### src/hw/failover_pkg.sv
// Purpose: shared constants for the redundant link pair failover controller
// Assumes: 10 MHz system clock
// Notes: times are given in their own unit, cycle counts derived from them
package failover_pkg;
   localparam int unsigned CLK_HZ = 10_000_000;
   // switchover deadline and the chosen dead time between disable and enable
   localparam int unsigned SWITCH_MAX_US = 10_000;
   localparam int unsigned GAP_US = 3_000;
   localparam int unsigned GAP_CYC = (GAP_US * (CLK_HZ / 1_000_000) > 0) ?
      GAP_US * (CLK_HZ / 1_000_000) : 1;
   localparam int unsigned SWITCH_MAX_CYC = SWITCH_MAX_US * (CLK_HZ / 1_000_000);
   localparam int unsigned CNT_W = 16;
   localparam logic [CNT_W-1:0] TRANS_RST = 16'h0000;
   // link state codes reported to management
   localparam logic [1:0] LINK_STANDBY = 2'h0;
   localparam logic [1:0] LINK_ACTIVE = 2'h1;
   localparam logic [1:0] LINK_FAILED = 2'h2;
endpackage

### src/hw/link_failover_controller.sv
// Purpose: keeps one of two master ports of a redundant link pair active
// Assumes: fault indications are levels; port enables drive the port logic
// Notes: switchover disables primary, waits a gap, then enables secondary
`timescale 1ns/1ps

// Notes on behaviour
// - reset starts on healthy primary, secondary off
// - never both master ports enabled together
// - watch active primary, switch on failure
// - disable primary first, enable secondary within 10ms
// - repaired primary waits for secondary loss or reboot
// - report state of both links
// - count cycles with any link state transition, once even if both links change
// - primary receive link failure triggers switchover
// - primary partition causes trigger switchover
// - nonresponder gives only local indications
module link_failover_controller
   import failover_pkg::*;
(
   input wire logic clk,
   input wire logic sys_rst,
   input wire logic pri_rx_link_fail,
   input wire logic pri_partition,
   input wire logic pri_remote_fail,
   input wire logic sec_rx_link_fail,
   input wire logic sec_partition,
   input wire logic sec_remote_fail,
   input wire logic sec_disabled,
   output logic pri_enable,
   output logic sec_enable,
   output logic [1:0] pri_state,
   output logic [1:0] sec_state,
   output logic [failover_pkg::CNT_W-1:0] trans_count
);
   import failover_pkg::*;

   // ---------------------------------------------------------------
   // input synchronisation
   // ---------------------------------------------------------------
   logic [6:0] flt_s;
   fault_sync #(.W(7)) u_sync (
      .clk(clk),
      .sys_rst(sys_rst),
      .async_in({sec_disabled, sec_remote_fail, sec_partition, sec_rx_link_fail,
                 pri_remote_fail, pri_partition, pri_rx_link_fail}),
      .sync_out(flt_s)
   );

   logic pri_bad;
   logic sec_bad;
   // remote flag is only ever raised by a responder; a nonresponder leaves it low
   assign pri_bad = flt_s[0] | flt_s[1] | flt_s[2];
   assign sec_bad = flt_s[3] | flt_s[4] | flt_s[5] | flt_s[6];

   // fault levels are trusted only once both sync stages refilled after reset
   logic [1:0] warm_q;
   always_ff @(posedge clk) begin
      if (sys_rst) begin
         warm_q <= 2'h0;
      end else begin
         warm_q <= {warm_q[0], 1'h1};
      end
   end

   // ---------------------------------------------------------------
   // selection state machine
   // ---------------------------------------------------------------
   typedef enum logic [4:0] {
      ST_INIT = 5'b00001,
      ST_PRI = 5'b00010,
      ST_GAP_S = 5'b00100,
      ST_SEC = 5'b01000,
      ST_GAP_P = 5'b10000
   } sel_e;

   sel_e state_q;
   logic [15:0] gap_q;
   localparam logic [15:0] GAP_LAST = 16'(GAP_CYC - 1);

   // state transitions; gap states have both ports off
   always_ff @(posedge clk) begin
      if (sys_rst) begin
         state_q <= ST_INIT;
      end else begin
         case (state_q)
            ST_INIT: begin
               if (warm_q[1] && !pri_bad) begin
                  state_q <= ST_PRI;
               end else if (warm_q[1] && !sec_bad) begin
                  state_q <= ST_GAP_S;
               end
            end
            ST_PRI: begin
               if (pri_bad) begin
                  state_q <= ST_GAP_S;
               end
            end
            ST_GAP_S: begin
               if (gap_q == GAP_LAST) begin
                  state_q <= ST_SEC;
               end
            end
            ST_SEC: begin
               if (sec_bad) begin
                  state_q <= ST_GAP_P;
               end
            end
            ST_GAP_P: begin
               if (gap_q == GAP_LAST) begin
                  state_q <= pri_bad ? ST_INIT : ST_PRI;
               end
            end
            default: begin
               state_q <= ST_INIT;
            end
         endcase
      end
   end

   // dead time counter
   always_ff @(posedge clk) begin
      if (sys_rst) begin
         gap_q <= '0;
      end else if ((state_q == ST_GAP_S || state_q == ST_GAP_P) && gap_q != GAP_LAST) begin
         gap_q <= gap_q + 16'h0001;
      end else begin
         gap_q <= '0;
      end
   end

   // port enables decoded from one hot state; never both
   assign pri_enable = (state_q == ST_PRI);
   assign sec_enable = (state_q == ST_SEC);

   // ---------------------------------------------------------------
   // status reporting and transition counter
   // ---------------------------------------------------------------
   function automatic logic [1:0] link_code(input logic en, input logic bad);
      link_code = bad ? LINK_FAILED : (en ? LINK_ACTIVE : LINK_STANDBY);
   endfunction

   logic [1:0] pri_state_q;
   logic [1:0] sec_state_q;
   logic [CNT_W-1:0] trans_q;
   logic [1:0] pri_state_d;
   logic [1:0] sec_state_d;
   assign pri_state_d = link_code(pri_enable, pri_bad);
   assign sec_state_d = link_code(sec_enable, sec_bad);

   // registered link states
   always_ff @(posedge clk) begin
      if (sys_rst) begin
         pri_state_q <= LINK_STANDBY;
         sec_state_q <= LINK_STANDBY;
      end else begin
         pri_state_q <= pri_state_d;
         sec_state_q <= sec_state_d;
      end
   end

   // count cycles in which either link state changes; both changing adds one
   always_ff @(posedge clk) begin
      if (sys_rst) begin
         trans_q <= TRANS_RST;
      end else if (pri_state_d != pri_state_q || sec_state_d != sec_state_q) begin
         trans_q <= trans_q + 16'h0001;
      end
   end

   assign pri_state = pri_state_q;
   assign sec_state = sec_state_q;
   assign trans_count = trans_q;

   // cycles since the primary dropped while the secondary is healthy and still off
   logic pri_en_q;
   logic [16:0] drop_age_q;
   localparam logic [16:0] DROP_AGE_MAX = 17'(SWITCH_MAX_CYC);

   always_ff @(posedge clk) begin
      if (sys_rst) begin
         pri_en_q <= 1'h0;
      end else begin
         pri_en_q <= pri_enable;
      end
   end

   // saturates at the deadline so a hung switchover keeps the check firing
   always_ff @(posedge clk) begin
      if (sys_rst || sec_enable || sec_bad) begin
         drop_age_q <= '0;
      end else if ((pri_en_q && !pri_enable) ||
                   (drop_age_q != '0 && drop_age_q != DROP_AGE_MAX)) begin
         drop_age_q <= drop_age_q + 17'h0_0001;
      end
   end
endmodule // link_failover_controller

### src/hw/fault_sync.sv
// Purpose: two flop synchroniser for a vector of fault indications
// Assumes: single clock, synchronous reset
// Notes: first stage is read only by the second stage
`timescale 1ns/1ps
module fault_sync #(
   parameter int W = 4
) (
   input wire logic clk,
   input wire logic sys_rst,
   input wire logic [W-1:0] async_in,
   output logic [W-1:0] sync_out
);
   logic [W-1:0] meta_q;
   logic [W-1:0] sync_q;

   // two stage capture
   always_ff @(posedge clk) begin
      if (sys_rst) begin
         meta_q <= '0;
         sync_q <= '0;
      end else begin
         meta_q <= async_in;
         sync_q <= meta_q;
      end
   end

   assign sync_out = sync_q;
endmodule // fault_sync

### config.mk
export PLATFORM = sky130hd
export DESIGN_NAME = link_failover_controller
export DESIGN_NICKNAME = d
export VERILOG_FILES = /design/src/hw/failover_pkg.sv /design/src/hw/link_failover_controller.sv /design/src/hw/fault_sync.sv
export SDC_FILE = /design/constraint.sdc
export NUM_CORES = 1
export LEC_CHECK = 0
export BUFFER_PORTS_ARGS = -buffer_cell sky130_fd_sc_hd__buf_2
export CAP_MARGIN = 20
export CORE_MARGIN = 2
export CORE_UTILIZATION = 61
export DETAILED_ROUTE_END_ITERATION = 8
export PLACE_DENSITY_LB_ADDON = 0.15
export RECOVER_POWER = 100
export SLEW_MARGIN = 20
export SYNTH_ARGS = -nofsm -noshare
export SYNTH_HDL_FRONTEND = slang
export SYNTH_SLANG_ARGS = --single-unit
export TNS_END_PERCENT = 30
### constraint.sdc
create_clock -name clk -period 4.4 [get_ports clk]
set_input_delay 0.66 -clock clk [delete_from_list [all_inputs] [get_ports clk]]
set_output_delay 0.66 -clock clk [all_outputs]
set_load 0.03 [all_outputs]
==> metrics.txt, run 1 <==
# TYPE chip_impl_metric gauge
chip_impl_metric{name="routed_wire_length_per_instance",unit="um"} 12.53
chip_impl_metric{name="detailedPlacementHpwl",unit="um"} 3031
chip_impl_metric{name="final_worst_path_cycle_share",unit="%"} 58.63
chip_impl_metric{name="post_cts.repair.setup_buffers",unit=""} 0
chip_impl_info{name="synth.most_common_cell",value="sky130_fd_sc_hd__dfxtp_1"} 1
chip_impl_metric{name="place.port_buffers",unit=""} 30
chip_impl_metric{name="synthesis.nets",unit=""} 282
chip_impl_metric{name="start_util",unit="%"} 64.85
chip_impl_metric{name="worstSkewPairLatency",unit="ps"} 320
chip_impl_metric{name="synth.area.mux_share",unit="%"} 0.8827
chip_impl_metric{name="total_switching_power",unit="mW"} 0.3453
chip_impl_metric{name="peak_per_stage_delay_on_the_critical_path",unit="ps"} 550
chip_impl_metric{name="detailedRoute.firstPassIterationCount",unit=""} 4
chip_impl_metric{name="detailedRoute.firstIterationViolations",unit=""} 149
chip_impl_info{name="criticalPathCategory",value="reg -> reg"} 1
chip_impl_info{name="failed_checks",value="capacitance limit, slew limit"} 1
chip_impl_info{name="synth_commonest_cells",value="57 x sky130_fd_sc_hd__dfxtp_1, 31 x sky130_fd_sc_hd__nor2_1, 18 x sky130_fd_sc_hd__a21oi_1, 18 x sky130_fd_sc_hd__nand2_1, 17 x sky130_fd_sc_hd__nor2b_1"} 1
chip_impl_metric{name="antennaDiodeCount",unit=""} 0
chip_impl_metric{name="cap_viol_max_count",unit=""} 1
chip_impl_metric{name="yosysTopAreaCellShare",unit="%"} 47.35
chip_impl_metric{name="placement_cell_area",unit="mm2"} 0.002562
chip_impl_metric{name="first_global_vias",unit=""} 1710
chip_impl_metric{name="synth_seq_cells",unit=""} 57
chip_impl_metric{name="synth-compound-area-share",unit="%"} 10.54
chip_impl_metric{name="antenna_found_initial",unit=""} 0
chip_impl_info{name="cpMaxStageDelayCell",value="sky130_fd_sc_hd__nor4_1"} 1
chip_impl_metric{name="worst_ep_arrival_time",unit="ps"} 2790
chip_impl_metric{name="globalRouteOverflowTotal",unit=""} 0
chip_impl_metric{name="timing.slew.headroom",unit="%"} -14.88
chip_impl_metric{name="critical_path_peak_fanout",unit=""} 9
chip_impl_info{name="synth_top_cell_by_area",value="sky130_fd_sc_hd__dfxtp_1"} 1
chip_impl_metric{name="fp.dieH",unit="um"} 66.86
chip_impl_metric{name="synth_adder_area_share",unit="%"} 1.038
chip_impl_metric{name="drive_above_1_share",unit="%"} 9.150
chip_impl_metric{name="cts_buffer_depth",unit=""} 2
chip_impl_metric{name="post_synth_instance_area",unit="mm2"} 0.002410
chip_impl_metric{name="timing.clock.skew",unit="ps"} 9.303
chip_impl_metric{name="maximum_number_of_pins_on_one_net_before_global_route_repair",unit=""} 42
chip_impl_metric{name="power-per-cell-area",unit="mW/mm2"} 448.2
chip_impl_metric{name="p_clk_share",unit="%"} 34.4
chip_impl_info{name="end_kind",value="register"} 1
chip_impl_info{name="cp-start-kind",value="register"} 1
chip_impl_metric{name="post-place-ws",unit="ps"} 2004
chip_impl_metric{name="core.rowCount",unit=""} 22
chip_impl_metric{name="dieArea",unit="mm2"} 0.004470
chip_impl_metric{name="totalPowerFinal",unit="mW"} 1.210
chip_impl_metric{name="final_hold_violating_endpoints",unit=""} 0
chip_impl_metric{name="dp_cells",unit=""} 338
chip_impl_metric{name="timing_worst_slew_pin_value",unit="ps"} 1723
chip_impl_info{name="hold_crit_path_type",value="reg -> reg"} 1
chip_impl_metric{name="vdd_drop_max",unit="V"} 0.0003580
chip_impl_metric{name="tritoncts_buffers",unit=""} 9
chip_impl_metric{name="cts_hold_buffers",unit=""} 0
chip_impl_info{name="critical_path.cell_chain",value="nor4_1 -> a21oi_1 -> nor4b_1 -> o21ai_0 -> nand3_1 -> mux2_1"} 1
chip_impl_info{name="rsz0062_at_grt",value="false"} 1
chip_impl_metric{name="path_clk_slew",unit="ps"} 60
chip_impl_metric{name="internal_power",unit="mW"} 0.8648
chip_impl_metric{name="clock.fmax",unit="MHz"} 387.6
chip_impl_metric{name="fin_ws",unit="ps"} 1820
chip_impl_metric{name="design.core.area",unit="mm2"} 0.003716
chip_impl_metric{name="sw_frac_of_total",unit="%"} 28.53
chip_impl_metric{name="finalWeightedCongestion",unit=""} 0.9099
chip_impl_info{name="main_combinational_cell_family_by_area_after_synthesis",value="simple AND/OR/NAND/NOR gates"} 1
chip_impl_metric{name="antenna_left",unit=""} 0
chip_impl_metric{name="ctsHtreeMaxLevel",unit=""} 3
chip_impl_info{name="biggest_area_contributors_in_the_synthesized_netlist",value="sky130_fd_sc_hd__dfxtp_1 47%, sky130_fd_sc_hd__xor2_1 5.1%, sky130_fd_sc_hd__nor2_1 4.8%"} 1
chip_impl_metric{name="nets",unit=""} 312
chip_impl_metric{name="final_slew_viol_count",unit=""} 42
chip_impl_metric{name="post_synth_and_or_nand_nor_area_fraction",unit="%"} 30.32
chip_impl_metric{name="synth_async_sr_flop_share",unit="%"} 0
chip_impl_metric{name="global_route_wire_length_before_repair",unit="um"} 7410
chip_impl_metric{name="sequential_cell_area_fraction_in_the_yosys_report",unit="%"} 47.35
chip_impl_metric{name="yosys.cell_types.count",unit=""} 46
chip_impl_metric{name="area_growth_syn_to_layout",unit="%"} 12.05
chip_impl_metric{name="yosysWarningCount",unit=""} 0
chip_impl_metric{name="post_cts_resize_count",unit=""} 0
chip_impl_metric{name="final_cell_area",unit="mm2"} 0.002700
chip_impl_metric{name="final-setup-viol-count",unit=""} 0
chip_impl_metric{name="worstRegToRegCells",unit=""} 6
chip_impl_metric{name="period_needed",unit="ps"} 2580
chip_impl_info{name="cts_root_buffer",value="sky130_fd_sc_hd__clkbuf_8"} 1
chip_impl_metric{name="synth_area_per_inst",unit="um2"} 8.892
chip_impl_info{name="status",value="finished with violations"} 1
chip_impl_metric{name="grtUsageTotal",unit="%"} 22.64
chip_impl_metric{name="final_routed_drc_violation_total",unit=""} 0
chip_impl_metric{name="power.combinational.fraction",unit="%"} 17.0
chip_impl_info{name="clock_tree_from_tritoncts",value="built"} 1
chip_impl_metric{name="io_pins",unit=""} 31
chip_impl_metric{name="numClockSinks",unit=""} 57
chip_impl_metric{name="crit_required",unit="ps"} 4610
chip_impl_metric{name="per_cell_via_count_in_the_routed_design",unit=""} 5.393
chip_impl_metric{name="totalWireLength",unit="um"} 4434
chip_impl_metric{name="power_frac_seq",unit="%"} 48.7
chip_impl_metric{name="setup.reg_to_reg.worst_slack",unit="ps"} 1820
chip_impl_metric{name="worstHoldPathCells",unit=""} 1
chip_impl_metric{name="layout.cells.non_filler",unit=""} 354
chip_impl_metric{name="vias",unit=""} 1909
chip_impl_metric{name="synthesis.instances",unit=""} 271
chip_impl_metric{name="synth_xor_xnor_area_share",unit="%"} 6.542
chip_impl_metric{name="die_w",unit="um"} 66.86
chip_impl_metric{name="leakagePower",unit="nW"} 0.9827
chip_impl_metric{name="num-fill-cells",unit=""} 293
chip_impl_metric{name="fin_setup_tns",unit="ps"} 0
chip_impl_info{name="synth_ff_type",value="sky130_fd_sc_hd__dfxtp_1"} 1
chip_impl_metric{name="synth_enable_flop_cells",unit=""} 0
[critical path, delay by kind of cell, from the launching register on]
kind               cells  cell delay [ps]
AOI/OAI and AO/OA      2              530
DFF                    1              390
muxes                  1              320
and+or+nand+nor        3             1220
[metal layers]
metal  part of all wire [%]  GRT usage (%)
met5                      0              0
met4                   0.61          8.418
met3                    4.1          9.797
met2                     47          35.75
met1                     48          27.22
[cell usage in the layout (no fill, tap or decap), types with 5 or more instances in the layout]
master / synthesis / routed
sky130_fd_sc_hd__nor2_1: 31 / 31
sky130_fd_sc_hd__or3_1: 11 / 11
sky130_fd_sc_hd__clkbuf_1: 8 / 24
sky130_fd_sc_hd__xor2_1: 14 / 14
sky130_fd_sc_hd__nand3_1: 14 / 14
sky130_fd_sc_hd__and3_1: 7 / 7
sky130_fd_sc_hd__nand2_1: 18 / 18
sky130_fd_sc_hd__nand4_1: 5 / 5
sky130_fd_sc_hd__nor2b_1: 17 / 17
sky130_fd_sc_hd__inv_1: 6 / 6
sky130_fd_sc_hd__clkbuf_8: 0 / 11
sky130_fd_sc_hd__dfxtp_1: 57 / 57
sky130_fd_sc_hd__a21oi_1: 18 / 18
sky130_fd_sc_hd__buf_2: 1 / 8
sky130_fd_sc_hd__o21ai_1: 6 / 5
sky130_fd_sc_hd__o21ai_0: 8 / 9
[logic make-up (layout without fill, tap and decap cells)]
family | Yosys count | count (layout)
DFF | 57 | 57
AOI/OAI and AO/OA | 43 | 43
buffers and inverters | 17 | 52
xor gates and xnor gates | 18 | 18
and+or+nand+nor | 132 | 132
adders and majority gates | 2 | 2
muxes | 2 | 2
[power groups by stage]
stage	Clock [mW]	Combinational [mW]	Sequential [mW]
floorplan	0	0.180	0.591
global placement	0	0.207	0.599
detailed placement	0	0.208	0.601
CTS	0.432	0.210	0.590
global route	0.459	0.229	0.596
finish	0.416	0.205	0.589
[layout make-up]
type                    instances  area (um2)  area share [%]
clock buffers                  13       158.9           5.885
clock inverters                 3       15.01          0.5561
inverters                       6       22.52          0.8341
multi-input cells             197        1180           43.70
flip-flops and latches         57        1141           42.26
well taps                      48       60.06           2.224
repair buffers                 30       122.6           4.541
[through the flow]
step	hold slack [ps]	util, %
after floorplan	413.8	-
after global placement	418.8	68.96
after detailed placement	424.9	68.96
after CTS	432.7	73.64
after global routing	449.9	72.66
final	429.1	72.66
[state kept, by name (all words and copies together) (netlist names)]
name / flops
state_q: 5
trans_count: 16
warm_q: 2
pri_state: 2
u_sync.sync_out: 7
sec_state: 2
u_sync.meta_q: 7
gap_q: 16
[final timing paths]
kind / endpoint / startpoint
min reg2reg: u_sync.sync_out[5] / u_sync.meta_q[5]
min: u_sync.sync_out[5] / u_sync.meta_q[5]
max reg2reg: trans_count[6] / state_q[4]
max: trans_count[6] / state_q[4]
No activity file was read; power rests on OpenSTA's default activity.
==> run 2, diff against run 1 <==
--- a/config.mk
+++ b/config.mk
@@ -5,10 +5,11 @@
 export SDC_FILE = /design/constraint.sdc
 export NUM_CORES = 1
 export LEC_CHECK = 0
+export ABC_AREA = 1
 export BUFFER_PORTS_ARGS = -buffer_cell sky130_fd_sc_hd__buf_2
 export CAP_MARGIN = 20
 export CORE_MARGIN = 2
-export CORE_UTILIZATION = 61
+export CORE_UTILIZATION = 57
 export DETAILED_ROUTE_END_ITERATION = 8
 export PLACE_DENSITY_LB_ADDON = 0.15
 export RECOVER_POWER = 100
==> constraint.sdc (replaced) <==
create_clock -name clk -period 2.62 [get_ports clk]
set_input_delay 0.393 -clock clk [delete_from_list [all_inputs] [get_ports clk]]
set_output_delay 0.393 -clock clk [all_outputs]
set_load 0.03 [all_outputs]
==> run 2 against run 1 <==
The flow now finishes without violations. Via count increased by 23%. Synthesized cell count rose by 37%. Total power rose by 97%. Sequential share of layout area is 4.1 points lower. Flip-flop and latch count is the same. Die area up 16%. Critical endpoint is now trans_count[8]. First-iteration DRC count fell by 14%.
==> metrics.txt, run 2 <==
# TYPE chip_impl_metric gauge
chip_impl_info{name="status",value="finished clean"} 1
chip_impl_metric{name="power-per-cell-area",unit="mW/mm2"} 796.1
chip_impl_metric{name="timing.slew.headroom",unit="%"} 3.485
chip_impl_metric{name="path_clk_slew",unit="ps"} 70
chip_impl_metric{name="final_hold_violating_endpoints",unit=""} 0
chip_impl_metric{name="dieArea",unit="mm2"} 0.005190
chip_impl_metric{name="numClockSinks",unit=""} 57
chip_impl_info{name="criticalPathCategory",value="reg -> reg"} 1
chip_impl_metric{name="core.rowCount",unit=""} 24
chip_impl_info{name="layout.cells.most_common_list",value="68 x sky130_fd_sc_hd__nand2_1, 65 x sky130_fd_sc_hd__nor2_1, 57 x sky130_fd_sc_hd__dfxtp_1, 51 x sky130_fd_sc_hd__inv_1, 31 x sky130_fd_sc_hd__nand3_1"} 1
chip_impl_metric{name="antenna_found_initial",unit=""} 0
chip_impl_metric{name="synth_seq_cells",unit=""} 57
chip_impl_info{name="synth_ff_type",value="sky130_fd_sc_hd__dfxtp_1"} 1
chip_impl_metric{name="critical_path_peak_fanout",unit=""} 17
chip_impl_metric{name="final-setup-viol-count",unit=""} 0
chip_impl_metric{name="detailedRoute.firstPassIterationCount",unit=""} 4
chip_impl_info{name="rsz0062_at_grt",value="false"} 1
chip_impl_metric{name="period_needed",unit="ps"} 2095
chip_impl_metric{name="tritoncts_buffers",unit=""} 9
chip_impl_metric{name="antenna_left",unit=""} 0
chip_impl_info{name="end_kind",value="register"} 1
chip_impl_metric{name="vias",unit=""} 2347
chip_impl_metric{name="crit_required",unit="ps"} 2770
chip_impl_metric{name="cap_viol_max_count",unit=""} 0
chip_impl_info{name="biggest_area_contributors_in_the_synthesized_netlist",value="sky130_fd_sc_hd__dfxtp_1 43%, sky130_fd_sc_hd__nand2_1 9.4%, sky130_fd_sc_hd__nor2_1 9.1%"} 1
chip_impl_metric{name="detailedRoute.firstIterationViolations",unit=""} 128
chip_impl_metric{name="timing.clock.skew",unit="ps"} 7.252
chip_impl_metric{name="leakagePower",unit="nW"} 1.115
chip_impl_metric{name="global_route_wire_length_before_repair",unit="um"} 9266
chip_impl_metric{name="start_util",unit="%"} 59.78
chip_impl_metric{name="drive_above_1_share",unit="%"} 9.756
chip_impl_metric{name="die_w",unit="um"} 72.04
chip_impl_metric{name="worstSkewPairLatency",unit="ps"} 340
chip_impl_metric{name="layout.cells.non_filler",unit=""} 462
chip_impl_metric{name="antennaDiodeCount",unit=""} 0
chip_impl_metric{name="area_growth_syn_to_layout",unit="%"} 13.42
chip_impl_metric{name="synthesis.instances",unit=""} 370
chip_impl_metric{name="final_routed_drc_violation_total",unit=""} 0
chip_impl_metric{name="final_slew_viol_count",unit=""} 0
chip_impl_metric{name="synth_async_sr_flop_share",unit="%"} 0
chip_impl_metric{name="post_cts.repair.setup_buffers",unit=""} 0
chip_impl_info{name="clock_tree_from_tritoncts",value="built"} 1
chip_impl_metric{name="finalWeightedCongestion",unit=""} 0.8455
chip_impl_info{name="hold_crit_path_type",value="in -> reg"} 1
chip_impl_info{name="cts_root_buffer",value="sky130_fd_sc_hd__clkbuf_8"} 1
chip_impl_info{name="synth_top_cell_by_area",value="sky130_fd_sc_hd__dfxtp_1"} 1
chip_impl_metric{name="fp.dieH",unit="um"} 72.04
chip_impl_metric{name="first_global_vias",unit=""} 2176
chip_impl_metric{name="sequential_cell_area_fraction_in_the_yosys_report",unit="%"} 43.24
chip_impl_metric{name="nets",unit=""} 416
chip_impl_metric{name="yosys.cell_types.count",unit=""} 33
chip_impl_metric{name="synth_area_per_inst",unit="um2"} 7.132
chip_impl_metric{name="yosysTopAreaCellShare",unit="%"} 43.24
chip_impl_metric{name="worst_ep_arrival_time",unit="ps"} 2240
chip_impl_info{name="synth.most_common_cell",value="sky130_fd_sc_hd__nand2_1"} 1
chip_impl_metric{name="post-place-ws",unit="ps"} 758.5
chip_impl_metric{name="final_worst_path_cycle_share",unit="%"} 79.95
chip_impl_metric{name="fin_ws",unit="ps"} 525.4
chip_impl_metric{name="synthesis.nets",unit=""} 381
chip_impl_metric{name="place.port_buffers",unit=""} 30
chip_impl_metric{name="clock.fmax",unit="MHz"} 477.4
chip_impl_metric{name="detailedPlacementHpwl",unit="um"} 3635
chip_impl_metric{name="yosysWarningCount",unit=""} 0
chip_impl_metric{name="grtUsageTotal",unit="%"} 22.84
chip_impl_metric{name="design.core.area",unit="mm2"} 0.004414
chip_impl_metric{name="post-route-util",unit="%"} 67.80
chip_impl_metric{name="synth_enable_flop_cells",unit=""} 0
chip_impl_metric{name="worst_hold_margin",unit="ps"} 253.4
chip_impl_metric{name="cts_buffer_depth",unit=""} 2
chip_impl_metric{name="cts_hold_buffers",unit=""} 0
chip_impl_metric{name="ctsHtreeMaxLevel",unit=""} 3
chip_impl_metric{name="totalWireLength",unit="um"} 5171
chip_impl_metric{name="maximum_number_of_pins_on_one_net_before_global_route_repair",unit=""} 36
chip_impl_metric{name="routed_wire_length_per_instance",unit="um"} 11.19
chip_impl_metric{name="io_pins",unit=""} 31
chip_impl_info{name="cp-start-kind",value="register"} 1
chip_impl_metric{name="globalRouteOverflowTotal",unit=""} 0
chip_impl_metric{name="post_synth_instance_area",unit="mm2"} 0.002639
chip_impl_metric{name="fin_setup_tns",unit="ps"} 0
chip_impl_info{name="synth_commonest_cells",value="66 x sky130_fd_sc_hd__nand2_1, 64 x sky130_fd_sc_hd__nor2_1, 57 x sky130_fd_sc_hd__dfxtp_1"} 1
chip_impl_metric{name="post_cts_resize_count",unit=""} 0
chip_impl_metric{name="vdd_drop_max",unit="V"} 0.0005586
chip_impl_metric{name="timing_worst_slew_pin_value",unit="ps"} 1448
chip_impl_info{name="mostFrequentLayoutCell",value="sky130_fd_sc_hd__nand2_1"} 1
chip_impl_metric{name="per_cell_via_count_in_the_routed_design",unit=""} 5.080
chip_impl_metric{name="dp_cells",unit=""} 446
-- run 2: through the flow --
| step | power [mW] | instance area [um2] |
|---|---|---|
| 2_1_floorplan | 1.458 | 2639 |
| 3_3_place_gp | 1.551 | 2819 |
| 3_5_place_dp | 1.561 | 2819 |
| 4_1_cts | 2.420 | 3033 |
| 5_1_grt | 2.531 | 2993 |
| 6_report | 2.383 | 2993 |
-- run 2: where the power goes --
group	total, mW	leakage (nW)	internal [mW]	switching [mW]
registers	0.983	0.465	0.932	0.0509
clock network	0.854	0.102	0.495	0.359
logic	0.546	0.548	0.175	0.371
total	2.38	1.11	1.60	0.781
-- run 2: routing by layer --
| metal | global-route usage, % | routed length, um |
|---|---|---|
| met4 | 8.386 | 97 |
| met5 | 0 | 0 |
| met2 | 36.93 | 2427 |
| met1 | 27.66 | 2328 |
| met3 | 8.889 | 318 |
-- run 2: final cells by class --
class	instances	area (um2)
fill	408	1421
multi-input combinational	251	1237
sequential	57	1141
inverter	54	202.7
clock buffer	11	151.4
timing repair buffer	32	132.6
tap	52	65.06
clock inverter	5	62.56
-- run 2: final timing paths --
| path | to | cells past startpoint | slack [ps] | from |
|---|---|---|---|---|
| worst min register to register | u_sync.sync_out[4] | 2 | 400 | u_sync.meta_q[4] |
| worst min-delay path | u_sync.meta_q[4] | 3 | 250 | sec_partition |
| worst max-delay path | trans_count[8] | 10 | 530 | state_q[2] |
| worst max register to register | trans_count[8] | 10 | 530 | state_q[2] |
-- run 2: kinds of logic after synthesis --
kind of cell / synth area share (%)
adder cells (fa/ha/maj): 0.9482
flip-flops: 43.24
AO/OA/AOI/OAI: 7.492
buffers and inverters: 9.578
AND/OR/NAND/NOR: 33.43
XOR/XNOR: 5.310
-- run 2: critical path, cell delays in order (launching register included) --
cell and delay, ps:
sky130_fd_sc_hd__dfxtp_1 340, sky130_fd_sc_hd__nor2_2 140, sky130_fd_sc_hd__nand2_2 80, sky130_fd_sc_hd__nor2_4 140
sky130_fd_sc_hd__nand2_2 90, sky130_fd_sc_hd__nand2_1 60, sky130_fd_sc_hd__nand2_1 70, sky130_fd_sc_hd__nor2_4 330
sky130_fd_sc_hd__nand2_1 410, sky130_fd_sc_hd__nand2_1 160, sky130_fd_sc_hd__a21oi_1 70
